==> config.mk <==
export PLATFORM = sky130hd
export DESIGN_NAME = roc_top
export DESIGN_NICKNAME = d
export VERILOG_FILES = /design/src/roc_pkg.sv /design/src/roc_relay.sv /design/src/roc_top.sv
export SDC_FILE = /design/constraint.sdc
export NUM_CORES = 1
export LEC_CHECK = 0
export BUFFER_PORTS_ARGS = -buffer_cell sky130_fd_sc_hd__buf_4
export CAP_MARGIN = 20
export CORE_MARGIN = 5
export CORE_UTILIZATION = 50
export CTS_BUF_LIST = sky130_fd_sc_hd__clkbuf_8
export DETAILED_ROUTE_END_ITERATION = 12
export PLACE_DENSITY_LB_ADDON = 0.2
export SLEW_MARGIN = 20
export SYNTH_ARGS = -nofsm -noshare
export SYNTH_HDL_FRONTEND = slang
export SYNTH_SLANG_ARGS = --single-unit
export TNS_END_PERCENT = 100
==> constraint.sdc <==
create_clock -name clk -period 5.8 [get_ports clk]
set_input_delay 1.16 -clock clk [delete_from_list [all_inputs] [get_ports clk]]
set_output_delay 1.16 -clock clk [all_outputs]
set_load 0.005 [all_outputs]
==> src/roc_pkg.sv <==
// Package: constants and types for the relay output conditioner
// ---------------------------------------------
// ---------------------------------------------
package roc_pkg;

    localparam int SRC_W = 5;
    localparam int TIME_W = 14;
    localparam int CLK_HZ = 20000000;
    localparam int TICK_MS = 1;
    localparam int TICK_CYC = CLK_HZ / 1000 * TICK_MS;
    localparam int TICK_W = 15;
    localparam logic [TIME_W-1:0] TIME_MAX = 14'h270F;
    localparam logic [TIME_W-1:0] DELAY_RST = 14'h0000;
    localparam logic [TIME_W-1:0] HOLD_RST = 14'h0000;
    localparam logic POL_RST = 1'b0;

    // Source codes; low ones are general conditions routed in on cond_bus
    typedef enum logic [SRC_W-1:0] {
        SRC_NONE = 5'h00,
        SRC_FAULT_FREE = 5'h01,
        SRC_GEN_FIRST = 5'h02,
        SRC_GEN_LAST = 5'h17,
        SRC_BRAKE = 5'h18,
        SRC_LINE = 5'h19,
        SRC_OUTPUT = 5'h1A,
        SRC_END_REEL = 5'h1B,
        SRC_WOBBLE_SYNC = 5'h1C,
        SRC_DC_PRECHARGE = 5'h1D
    } roc_src_t;

    // Per-relay settings
    typedef struct packed {
        logic [SRC_W-1:0] source;
        logic [TIME_W-1:0] on_delay;
        logic [TIME_W-1:0] hold_time;
        logic active_low_select;
    } roc_cfg_t;

    // Application function conditions
    typedef struct packed {
        logic brake_contactor_source;
        logic line_contactor_source;
        logic output_contactor_source;
        logic end_reel;
        logic wobble_sync;
        logic dc_precharge_source;
    } roc_app_t;

    function automatic logic [TIME_W-1:0] roc_clip(input logic [TIME_W-1:0] v);
        roc_clip = (v > TIME_MAX) ? TIME_MAX : v;
    endfunction

endpackage

==> src/roc_relay.sv <==
// One relay channel: source pick, forced settings, timers, polarity
`timescale 1ns/1ps
`default_nettype none
module roc_relay
    import roc_pkg::*;
(
    input wire logic clk,
    input wire logic rstn,
    input wire logic tick,
    input wire logic card_present,
    input wire roc_cfg_t cfg,
    input wire logic [31:0] cond_bus,
    input wire roc_app_t app,
    output logic relay_out,
    output logic [TIME_W-1:0] eff_delay,
    output logic [TIME_W-1:0] eff_hold,
    output logic pol_locked
);
    // ---------------------------------------------
    // Source selection and forced settings
    // ---------------------------------------------
    wire logic [SRC_W-1:0] s = cfg.source;
    wire logic is_ff = (s == SRC_FAULT_FREE);
    wire logic is_line = (s == SRC_LINE);
    wire logic is_brake = (s == SRC_BRAKE);
    wire logic is_dc = (s == SRC_DC_PRECHARGE);
    wire logic is_occ = (s == SRC_OUTPUT);
    wire logic force_delay0 = is_ff | is_brake | is_dc | is_line | is_occ;
    wire logic force_hold0 = is_ff | is_line;
    assign pol_locked = is_ff | is_brake | is_dc | is_line;
    assign eff_delay = force_delay0 ? '0 : roc_clip(cfg.on_delay);
    assign eff_hold = force_hold0 ? '0 : roc_clip(cfg.hold_time);
    wire logic neg = cfg.active_low_select & ~pol_locked;

    logic cond;
    always_comb
    begin
        unique case (s)
            SRC_BRAKE: cond = app.brake_contactor_source;
            SRC_LINE: cond = app.line_contactor_source;
            SRC_OUTPUT: cond = app.output_contactor_source;
            SRC_END_REEL: cond = app.end_reel;
            SRC_WOBBLE_SYNC: cond = app.wobble_sync;
            SRC_DC_PRECHARGE: cond = app.dc_precharge_source;
            SRC_NONE: cond = 1'b0;
            default: cond = (s >= SRC_GEN_FIRST && s <= SRC_GEN_LAST) || is_ff ? cond_bus[s] : 1'b0;
        endcase
    end

    // ---------------------------------------------
    // Delay and hold timing
    // ---------------------------------------------
    // Reversal before expiry restarts; a pulse shorter than its delay or hold time less one tick never reaches the relay
    logic state_r;
    logic [TIME_W-1:0] cnt_r;
    wire logic live = cond & card_present;
    wire logic diff = live ^ state_r;
    wire logic [TIME_W-1:0] limit = live ? eff_delay : eff_hold;
    wire logic expire = diff & ((cnt_r >= limit) | (tick & (cnt_r + 14'h0001 >= limit)));

    always_ff @(posedge clk)
    begin
        if (!rstn || !card_present)
        begin
            state_r <= 1'b0;
            cnt_r <= '0;
        end
        else if (!diff || expire)
        begin
            state_r <= expire ? live : state_r;
            cnt_r <= '0;
        end
        else if (tick)
            cnt_r <= cnt_r + 14'h0001;
    end

    logic out_r;
    always_ff @(posedge clk)
    begin
        if (!rstn)
            out_r <= 1'b0;
        else
            out_r <= card_present & (state_r ^ neg);
    end
    assign relay_out = out_r;

    // ---------------------------------------------
    // Checks
    // ---------------------------------------------
    property p_nocard;
        @(posedge clk) disable iff (!rstn) !card_present |=> !relay_out;
    endproperty
    a_nocard: assert property (p_nocard) else $error("relay on without card");
    property p_delay0;
        @(posedge clk) disable iff (!rstn) force_delay0 && diff && live |=> state_r;
    endproperty
    a_delay0: assert property (p_delay0) else $error("delay not forced");
    property p_hold0;
        @(posedge clk) disable iff (!rstn) force_hold0 && diff && !live |=> !state_r;
    endproperty
    a_hold0: assert property (p_hold0) else $error("hold not forced");
    property p_lock;
        @(posedge clk) disable iff (!rstn) pol_locked && card_present |=> relay_out == $past(state_r);
    endproperty
    a_lock: assert property (p_lock) else $error("polarity not positive");
    property p_occ;
        @(posedge clk) disable iff (!rstn) is_occ && diff && live |=> state_r;
    endproperty
    a_occ: assert property (p_occ) else $error("output contactor delay");
    property p_none;
        @(posedge clk) disable iff (!rstn) s == SRC_NONE |-> !cond;
    endproperty
    a_none: assert property (p_none) else $error("unassigned active");
    property p_wait_on;
        @(posedge clk) disable iff (!rstn) diff && live && cnt_r < limit && !tick |=> !state_r;
    endproperty
    a_wait_on: assert property (p_wait_on) else $error("on change early");
    property p_wait_off;
        @(posedge clk) disable iff (!rstn) card_present && diff && !live && cnt_r < limit && !tick |=> state_r;
    endproperty
    a_wait_off: assert property (p_wait_off) else $error("off change early");
    property p_restart;
        @(posedge clk) disable iff (!rstn) card_present && !diff |=> cnt_r == '0;
    endproperty
    a_restart: assert property (p_restart) else $error("timer not restarted");
endmodule // roc_relay
`default_nettype wire

==> src/roc_top.sv <==
// Top: tick generator, card detect sync, relays 3 and 4
`timescale 1ns/1ps
`default_nettype none
module roc_top
    import roc_pkg::*;
(
    input wire logic clk,
    input wire logic rstn,
    input wire logic card3_detect,
    input wire logic card4_detect,
    input wire logic [31:0] cond_bus,
    input wire roc_app_t app,
    input wire roc_cfg_t relay3_cfg,
    input wire roc_cfg_t relay4_cfg,
    output logic relay3_out,
    output logic relay4_out,
    output logic relay3_available,
    output logic relay4_available,
    output logic [TIME_W-1:0] relay3_on_delay,
    output logic [TIME_W-1:0] relay3_hold_time,
    output logic relay3_polarity,
    output logic [TIME_W-1:0] relay4_on_delay,
    output logic [TIME_W-1:0] relay4_hold_time,
    output logic relay4_polarity
);
    // ---------------------------------------------
    // Millisecond tick
    // ---------------------------------------------
    logic [TICK_W-1:0] div_r;
    wire logic tick = (div_r == TICK_W'(TICK_CYC - 1));
    always_ff @(posedge clk)
    begin
        if (!rstn)
            div_r <= '0;
        else
            div_r <= tick ? '0 : div_r + 15'h0001;
    end

    // ---------------------------------------------
    // Card detect synchronisers
    // ---------------------------------------------
    logic [1:0] m_r;
    logic [1:0] s_r;
    always_ff @(posedge clk)
    begin
        if (!rstn)
        begin
            m_r <= '0;
            s_r <= '0;
        end
        else
        begin
            m_r <= {card4_detect, card3_detect};
            s_r <= m_r;
        end
    end
    assign relay3_available = s_r[0];
    assign relay4_available = s_r[1];

    logic lk3;
    logic lk4;
    roc_relay u_r3 (.clk(clk), .rstn(rstn), .tick(tick), .card_present(s_r[0]), .cfg(relay3_cfg),
        .cond_bus(cond_bus), .app(app), .relay_out(relay3_out), .eff_delay(relay3_on_delay),
        .eff_hold(relay3_hold_time), .pol_locked(lk3));
    roc_relay u_r4 (.clk(clk), .rstn(rstn), .tick(tick), .card_present(s_r[1]), .cfg(relay4_cfg),
        .cond_bus(cond_bus), .app(app), .relay_out(relay4_out), .eff_delay(relay4_on_delay),
        .eff_hold(relay4_hold_time), .pol_locked(lk4));
    assign relay3_polarity = relay3_cfg.active_low_select & ~lk3;
    assign relay4_polarity = relay4_cfg.active_low_select & ~lk4;
endmodule // roc_top
`default_nettype wire

==> results.ini, run 1 <==
[clock_network]
ctsHoldBuffers=0
cts_buffer_depth=2
cts_sinks=51
clk_pin_slew_ns=0.09
ctsResizeCount=0
cts_setup_buffers=0
cts_buffers=5
clk-insertion-delay-late_ns=0.30
tritoncts=yes
cts-root-buf=clkbuf_8
h-tree-depth=2

[placed_design]
dp_cells=905
dpl.hpwl_mm=12.0
portBuffers=162
globalplace.congestion=0.884

[synthesis]
synth-adder-area-share_pct=13.9
synth_top_family_by_area=simple AND/OR/NAND/NOR gates
muxShareOfSynthArea_pct=12.2
synth_xor_area_share_pct=10.9
synthTopCellsByArea=dfxtp_1 (19%), ha_1 (14%), mux2i_1 (6.4%)
syn-instance-count=624
yosys.area_share.simple_pct=27.1
synth_ff_type=dfxtp_1
synth_compound_area_share_pct=13.0
ys_seq_elements=51
yosysSeqAreaShare_pct=19.2
yosys_warnings=0
avgSynthCellArea_um2=8.50
synth_nets=793
synth_top_area_share_pct=19.2
yosysUniqueCellTypes=66
synth_area_leader_cell=dfxtp_1
synth_edf_count=0
ys_async_sr_fraction_pct=0
syn_area_mm2=0.00530

[sta]
fin_crit_ns=5.14
period_share_pct=88.6
fmax_mhz=195
holdWs_ns=0.443
setup_tns_ns=0
drv_slew=0
clock_skew_ns=0.00768
hold_viol_final=0
setup_viol=0
rsz0062_at_grt=false
tightest_slew_ns=0.745
slew_headroom_pct=50.3

[run]
maxCapViolCount=0

[floorplanning]
start_util_pct=51.4
core_area_mm2=0.0103
rows=37
ios=172
die_h_um=113
dieArea_mm2=0.0128
dieWidth_um=113

[hold_path]
holdPathStages=1
hp-class=flop to flop
hold_path_startpoint=m_r[1]
hold_end=s_r[1]

[route]
drc_errors=0
post_drt_via_cell_ratio=5.62
drt_iter0_drc=271
drtPass1Iterations=4
via_count=5126
wirelength_mm=14.4
ant_nets=0
wl_per_cell_um=15.7

[global_routing]
grt_pass1_wl_mm=23.5
antenna_found_initial=0
grt_max_degree=18
grt_overflow=0
grt_pass1_vias=5078
grt_usage_pct=21.7

[final_layout]
final_cell_mix=buf_4 (166), nor2_1 (76), ha_1 (59)
stdcell_count=912
layout_commonest_cell=buf_4
num_antenna_cells=0
syn2layout_area_growth_pct=25.9
nNetsFinal=945
drive_above_1_share_pct=27.8

[worst_setup_path]
r2r_start=u_r3.cnt_r[0]
reg2reg_depth=12
end_kind=flop
rr_endpoint=u_r3.cnt_r[12]
worst_ep_required_time_ns=6.03
path_max_fanout=15
cp.arrival_ns=5.37
crit_path_start_kind=input port
setup.worst_path.class=input port to flop
r2r_slack_ns=1.83

[power_and_ir_drop]
p_per_area_mw_per_mm2=133
finalPower_uw=887
power.leakage_uw=0.00308
irDropWorstVdd_uv=93.1

[outcome]
status=finished, final reports clean

## per-stage QoR
step	util [%]	worst slack, ns	cell area, um^2
floorplan	-	0.927	5300
global placement	63.6	0.384	6570
detailed placement	63.6	0.380	6570
global route	64.7	0.314	6680
CTS	64.6	0.689	6670
finish	64.7	0.659	6680
## synth_stat cells (all sizes together), types with 11 or more instances
cell type / count
o21a: 19
a21oi: 12
and2: 38
dfxtp: 51
nand3: 24
o21ai: 18
nand2: 35
buf: 14
nor3: 35
xor2: 30
xnor2: 36
nand4: 11
nor2: 76
mux2i: 34
ha: 59
## how the worst max path moves through the flow
stage              startpoint  depth (start not counted)  slack, ns        endpoint
2_1_floorplan  relay3_cfg[30]                         17       0.93  u_r3.cnt_r[10]
3_3_place_gp   relay3_cfg[29]                         15       0.38   u_r3.cnt_r[3]
3_5_place_dp   relay3_cfg[29]                         15       0.38  u_r3.cnt_r[12]
4_1_cts        relay3_cfg[29]                         15       0.69   u_r3.cnt_r[9]
5_1_grt        relay3_cfg[29]                         15       0.31   u_r3.cnt_r[1]
6_report       relay3_cfg[29]                         15       0.66  u_r3.cnt_r[12]
## cells by family after synthesis
group | Yosys count
buffers and inverters | 31
xor gates and xnor gates | 66
AOI/OAI and AO/OA | 97
and+or+nand+nor | 268
adders and majority gates | 59
DFF | 51
muxes | 52
## worst max-delay path, cell delays in order
cell and delay [ns]:
buf_4 0.19, mux4_1 0.58, nor2b_1 0.12, o21ai_0 0.09, a32oi_1 0.29, nand2b_1 0.14
buf_4 0.26, mux2i_1 0.33, ha_1 0.32, and3_2 0.21, o21ai_0 0.26, a21oi_2 0.08
a2111o_1 0.40, or3_1 0.65, nor3_2 0.27
## layout make-up
class	count	area, um^2
multi-input combinational	542	4100
fill	895	3650
timing repair buffer	166	1250
sequential	51	1020
tap	136	170
clock buffer	5	68.8
inverter	10	37.5
clock inverter	2	33.8
## where the power goes
group | switching (uW) | total [uW] | internal, uW
clock | 111 | 236 | 125
sequential | 2.34 | 355 | 353
combinational | 139 | 296 | 157
total | 252 | 887 | 635
## per-layer routing
| layer | GRT usage [%] | part of all wire (%) | vias up |
|---|---|---|---|
| met1 | 26.2 | 42 | 2406 |
| met3 | 3.26 | 5.6 | 19 |
| li1 | - | - | 2578 |
| met4 | 4.33 | 1.2 | 0 |
| met5 | 0 | 0 | - |
| met2 | 40.7 | 51 | 123 |
## state kept, by name (all words and copies together) (netlist names)
name            count
u_r3.relay_out      1
u_r4.cnt_r         14
u_r3.state_r        1
u_r3.cnt_r         14
s_r                 2
m_r                 2
u_r4.relay_out      1
div_r              15
u_r4.state_r        1
Note: power is estimated with default switching activity, not from simulation.
==> inputs of run 2 (changes only) <==
==> constraint.sdc (replaced) <==
create_clock -name clk -period 5 [get_ports clk]
set_input_delay 1 -clock clk [delete_from_list [all_inputs] [get_ports clk]]
set_output_delay 1 -clock clk [all_outputs]
set_load 0.005 [all_outputs]
==> results.ini, run 2 (synthesis gave the netlist of run 1 again) <==
[outcome]
status=finished, final reports clean  ; unchanged

[hold_path]
holdPathStages=1  ; unchanged
hold_path_startpoint=m_r[0]  ; was m_r[1]
hp-class=flop to flop  ; unchanged
hold_end=s_r[0]  ; was s_r[1]

[route]
drc_errors=0  ; unchanged
via_count=5153  ; was 5126
wl_per_cell_um=15.8  ; was 15.7 um
ant_nets=0  ; unchanged
drt_iter0_drc=278  ; was 271
wirelength_mm=14.4  ; about the same
drtPass1Iterations=4  ; unchanged
post_drt_via_cell_ratio=5.63  ; was 5.62

[final_layout]
layout_commonest_cell=buf_4  ; unchanged
num_antenna_cells=0  ; unchanged
drive_above_1_share_pct=28.3  ; was 27.8%
syn2layout_area_growth_pct=26.5  ; was 25.9%
final_cell_mix=buf_4 (169), nor2_1 (76), ha_1 (59)  ; was buf_4 (166), nor2_1 (76), ha_1 (59)
regMostFlops=div_r  ; unchanged
stdcell_count=916  ; was 912
reg_top3=div_r x15, u_r3.cnt_r x14, u_r4.cnt_r x14  ; unchanged
nNetsFinal=949  ; was 945
largest_reg_flops=15  ; unchanged
fin_area_mm2=0.00671  ; was 0.00668 mm^2

[power_and_ir_drop]
irDropWorstVdd_uv=106  ; was 93.1 uV
p_per_area_mw_per_mm2=147  ; was 133 mW/mm^2
power.leakage_uw=0.00309  ; was 0.00308 uW

[sta]
tightest_slew_ns=0.700  ; was 0.745 ns
fmax_mhz=212
drv_slew=0  ; unchanged
holdWs_ns=0.454  ; was 0.443 ns
period_share_pct=94.2
rsz0062_at_grt=false  ; unchanged
clock_skew_ns=0.00471  ; was 0.00768 ns
fin_crit_ns=4.71
slew_headroom_pct=53.3  ; was 50.3%
hold_viol_final=0  ; unchanged
setup_ws_ns=0.291  ; was 0.659 ns
setup_viol=0  ; unchanged

[clock_network]
h-tree-depth=2  ; unchanged
cts_setup_buffers=0  ; unchanged
ctsHoldBuffers=0  ; unchanged
cts_buffer_depth=2  ; unchanged
tritoncts=yes  ; unchanged
cts_sinks=51  ; unchanged
ctsResizeCount=0  ; unchanged
clk-insertion-delay-late_ns=0.30  ; about the same
cts_buffers=5  ; unchanged
cts-root-buf=clkbuf_8  ; unchanged
clk_pin_slew_ns=0.09  ; about the same

[global_routing]
grt_pass1_vias=5162  ; was 5078
use_met2_pct=41.4  ; was 40.7%
grt_usage_pct=21.9  ; was 21.7%
grtUsageMet3_pct=3.69  ; was 3.26%
grt_max_degree=18  ; unchanged
grt_overflow=0  ; unchanged
antenna_found_initial=0  ; unchanged
gr-usage-met1_pct=25.5  ; was 26.2%
grt_pass1_wl_mm=23.8  ; was 23.5 mm
busiest_layer=met2  ; unchanged

[placed_design]
portBuffers=162  ; unchanged
dpl.hpwl_mm=12.1  ; was 12.0 mm
globalplace.congestion=0.922  ; was 0.884
dp_cells=909  ; was 905
placement.cell_area_mm2=0.00661  ; was 0.00657 mm^2
place_ws_ns=-0.0553  ; was 0.380 ns

[floorplanning]
core_area_mm2=0.0103  ; unchanged
die_h_um=113  ; unchanged
ios=172  ; unchanged
dieWidth_um=113  ; unchanged
rows=37  ; unchanged
start_util_pct=51.4  ; unchanged
dieArea_mm2=0.0128  ; unchanged

[worst_setup_path]
cp.arrival_ns=4.93  ; was 5.37 ns
crit_path_start_kind=input port  ; unchanged
rr_endpoint=u_r3.cnt_r[3]  ; was u_r3.cnt_r[12]
worst_ep_required_time_ns=5.22  ; was 6.03 ns
r2r_start=u_r3.cnt_r[1]  ; was u_r3.cnt_r[0]
setup.worst_path.class=input port to flop  ; unchanged
r2r_slack_ns=1.19  ; was 1.83 ns
end_kind=flop  ; unchanged
reg2reg_depth=13  ; was 12
path_max_fanout=15  ; unchanged

[run]
maxCapViolCount=0  ; unchanged

## run 2: cell count changes in the layout (fill, tap and decap cells not counted)
cell | before | now
nor4_4 | 0 | 1
nor4_2 | 1 | 0
clkinv_2 | 0 | 1
clkinv_4 | 0 | 1
bufinv_16 | 1 | 0
inv_1 | 10 | 9
buf_4 | 166 | 169
buf_12 | 0 | 1
## run 2: worst max-delay path by stage
stage                              start              to  depth (start not counted)
after CTS                 relay3_cfg[29]   u_r3.cnt_r[3]                         16
after global placement    relay3_cfg[29]   u_r3.cnt_r[3]                         16
after floorplan           relay3_cfg[30]  u_r3.cnt_r[10]                         17
after detailed placement  relay3_cfg[29]   u_r3.cnt_r[2]                         16
final                     relay3_cfg[29]   u_r3.cnt_r[3]                         16
after global routing      relay3_cfg[29]   u_r3.cnt_r[3]                         16
## run 2: through the flow
stage          utilization (%)  setup TNS [ns]  power [uW]
2_1_floorplan                -               0         597
3_3_place_gp              64.0               0         758
3_5_place_dp              64.0          -0.272         767
4_1_cts                   64.8               0         998
5_1_grt                   65.0               0        1050
6_report                  65.0               0         987
## run 2: worst max-delay path, stage by stage
cell and delay [ns]:
buf_4 0.16, mux4_1 0.58, nor2b_1 0.12, o21ai_0 0.09
a32oi_1 0.26, nand2b_1 0.19, buf_12 0.17, mux2i_1 0.32
ha_1 0.32, and4_1 0.21, nor3_1 0.16, o211ai_1 0.13
a2111o_1 0.43, or3_1 0.37, buf_4 0.21, nor3_1 0.20
## run 2: area by class of cell
type                    count  area (um^2)
clock inverters             2         13.8
flip-flops and latches     51         1020
fillers                   921         3620
multi-input cells         542         4110
inverters                  10         37.5
clock buffers               5         68.8
repair buffers            170         1290
well taps                 136          170
## run 2: per-layer routing
metal | routed length, um | vias up
met2 | 7380 | 139
met3 | 837 | 26
met5 | 0 | -
met4 | 241 | 0
met1 | 5970 | 2406
li1 | - | 2582
## run 2: report_power, final
part | switching, uW | internal (uW)
clock | 132 | 95.9
sequential | 2.92 | 410
combinational | 161 | 185
==> inputs of run 3 (changes only) <==
--- a/config.mk
+++ b/config.mk
@@ -8,7 +8,7 @@
 export BUFFER_PORTS_ARGS = -buffer_cell sky130_fd_sc_hd__buf_4
 export CAP_MARGIN = 20
 export CORE_MARGIN = 5
-export CORE_UTILIZATION = 50
+export CORE_UTILIZATION = 54
 export CTS_BUF_LIST = sky130_fd_sc_hd__clkbuf_8
 export DETAILED_ROUTE_END_ITERATION = 12
 export PLACE_DENSITY_LB_ADDON = 0.2
==> constraint.sdc (replaced) <==
create_clock -name clk -period 4.9 [get_ports clk]
set_input_delay 0.98 -clock clk [delete_from_list [all_inputs] [get_ports clk]]
set_output_delay 0.98 -clock clk [all_outputs]
set_load 0.005 [all_outputs]
==> results.ini, run 3 (synthesis gave the netlist of run 1 again) <==
[outcome]
status=finished, final reports clean  ; unchanged

[route]
drt_iter0_drc=232  ; was 278
drtPass1Iterations=4  ; unchanged
wl_per_cell_um=15.9  ; was 15.8 um
post_drt_via_cell_ratio=5.63  ; about the same
drc_errors=0  ; unchanged
wirelength_mm=14.6  ; was 14.4 mm
ant_nets=0  ; unchanged
via_count=5172  ; was 5153

[clock_network]
h-tree-depth=2  ; unchanged
clk-insertion-delay-late_ns=0.30  ; about the same
cts_buffers=5  ; unchanged
tritoncts=yes  ; unchanged
cts_buffer_depth=2  ; unchanged
ctsResizeCount=0  ; unchanged
ctsHoldBuffers=0  ; unchanged
clk_pin_slew_ns=0.09  ; about the same
cts_setup_buffers=0  ; unchanged
cts_sinks=51  ; unchanged
cts-root-buf=clkbuf_8  ; unchanged

[worst_setup_path]
slowest_stage=mux4_2  ; was mux4_1
critPathCapture=u_r3.cnt_r[3]  ; unchanged
path_cells=buf_6, mux4_2, nor2b_1, o21ai_0, a32oi_1, nand2b_4, buf_12, mux2_2, ha_1, and4_1, nor3_1, o211ai_1, a2111o_1, or3_1, buf_4, nor3_1  ; was buf_4, mux4_1, nor2b_1, o21ai_0, a32oi_1, nand2b_1, buf_12, mux2i_1, ha_1, and4_1, nor3_1, o211ai_1, a2111o_1, or3_1, buf_4, nor3_1
reg2reg_depth=13  ; unchanged
r2r_start=u_r3.cnt_r[1]  ; unchanged
path_max_fanout=15  ; unchanged
worst_ep_required_time_ns=5.12  ; was 5.22 ns
cp.arrival_ns=4.85  ; was 4.93 ns
critPathBufInv=3  ; unchanged
setup.worst_path.class=input port to flop  ; unchanged
crit_path_start_kind=input port  ; unchanged
cp_common_cell=nor3_1
end_kind=flop  ; unchanged
startpoint=relay3_cfg[29]  ; unchanged
r2r_slack_ns=1.13  ; was 1.19 ns
cp_top_family=simple AND/OR/NAND/NOR gates  ; unchanged
rr_endpoint=u_r3.cnt_r[3]  ; unchanged
max_stage_delay_ns=0.52  ; was 0.58 ns
crit_cells=16  ; unchanged

[final_layout]
layout_commonest_cell=buf_4  ; unchanged
num_antenna_cells=0  ; unchanged
fill_cells=815  ; was 921
utilization_pct=70.0  ; was 65.0%
regMostFlops=div_r  ; unchanged
final_cell_mix=buf_4 (173), nor2_1 (76), ha_1 (59)  ; was buf_4 (169), nor2_1 (76), ha_1 (59)
drive_above_1_share_pct=29.2  ; was 28.3%
largest_reg_flops=15  ; unchanged
syn2layout_area_growth_pct=27.8  ; was 26.5%
reg_top3=div_r x15, u_r3.cnt_r x14, u_r4.cnt_r x14  ; unchanged
nNetsFinal=954  ; was 949

[power_and_ir_drop]
power.leakage_uw=0.00313  ; was 0.00309 uW
finalPower_uw=1050  ; was 987 uW
p_per_area_mw_per_mm2=155  ; was 147 mW/mm^2
irDropWorstVdd_uv=180  ; was 106 uV

[floorplanning]
die_h_um=109  ; was 113 um
dieArea_mm2=0.0119  ; was 0.0128 mm^2
dieWidth_um=109  ; was 113 um
start_util_pct=54.8  ; was 51.4%
rows=36  ; was 37
core_area_mm2=0.00968  ; was 0.0103 mm^2
ios=172  ; unchanged

[placed_design]
place_ws_ns=-0.0892  ; was -0.0553 ns
portBuffers=162  ; unchanged
dpl.hpwl_mm=12.4  ; was 12.1 mm
globalplace.congestion=0.899  ; was 0.922

[sta]
setup_ws_ns=0.271  ; was 0.291 ns
period_share_pct=94.5
setup_viol=0  ; unchanged
holdWs_ns=0.449  ; was 0.454 ns
setup_tns_ns=0  ; unchanged
clock_skew_ns=0.00692  ; was 0.00471 ns
drv_slew=0  ; unchanged
hold_viol_final=0  ; unchanged
fmax_mhz=216
fin_crit_ns=4.63
slew_headroom_pct=28.8  ; was 53.3%
rsz0062_at_grt=false  ; unchanged
tightest_slew_ns=1.06  ; was 0.700 ns

[run]
maxCapViolCount=0  ; unchanged

[global_routing]
antenna_found_initial=0  ; unchanged
grt_pass1_vias=5233  ; was 5162
grt_max_degree=18  ; unchanged
grt_overflow=0  ; unchanged
grt_usage_pct=24.2  ; was 21.9%
grt_pass1_wl_mm=23.9  ; was 23.8 mm

[hold_path]
hp-class=flop to flop  ; unchanged
hold_path_startpoint=m_r[1]  ; was m_r[0]

-- run 3: cell count changes in the layout (fill, tap and decap cells not counted), sizes merged --
| cell | before | now |
|---|---|---|
| inv | 9 | 10 |
| buf | 170 | 175 |
| bufinv | 0 | 1 |
| clkinv | 3 | 1 |
-- run 3: worst min-delay path by stage --
stage	endpoint	slack, ns	cells past startpoint
floorplan	s_r[0]	0.41	1
global placement	s_r[0]	0.41	1
detailed placement	s_r[1]	0.44	1
CTS	s_r[1]	0.46	1
global route	s_r[0]	0.47	1
finish	s_r[1]	0.45	1
-- run 3: cell type report --
type                    count  area [um^2]  share of cell area, %
clock buffers               5         68.8                   1.02
flip-flops and latches     51         1020                   15.1
inverters                  10         37.5                  0.554
repair buffers            175         1330                   19.6
multi-input cells         542         4120                   60.8
clock inverters             2         33.8                  0.499
well taps                 133          166                   2.46
-- run 3: report_power, final --
part | switching [uW] | internal [uW] | total, uW
combinational | 165 | 194 | 359
clock | 126 | 148 | 274
sequential | 2.81 | 418 | 421
-- run 3: routing by layer --
| layer | track usage [%] | routed length [um] | up-vias |
|---|---|---|---|
| met1 | 28.2 | 6070 | 2420 |
| li1 | - | - | 2593 |
| met2 | 46.2 | 7390 | 136 |
| met3 | 3.85 | 914 | 23 |
| met5 | 0 | 0 | - |
| met4 | 5.23 | 256 | 0 |
-- run 3: through the flow --
step,instances,area (um^2)
final,918,6780
after global routing,918,6780
after CTS,918,6750
after detailed placement,911,6640
after global placement,911,6640
after floorplan,624,5300
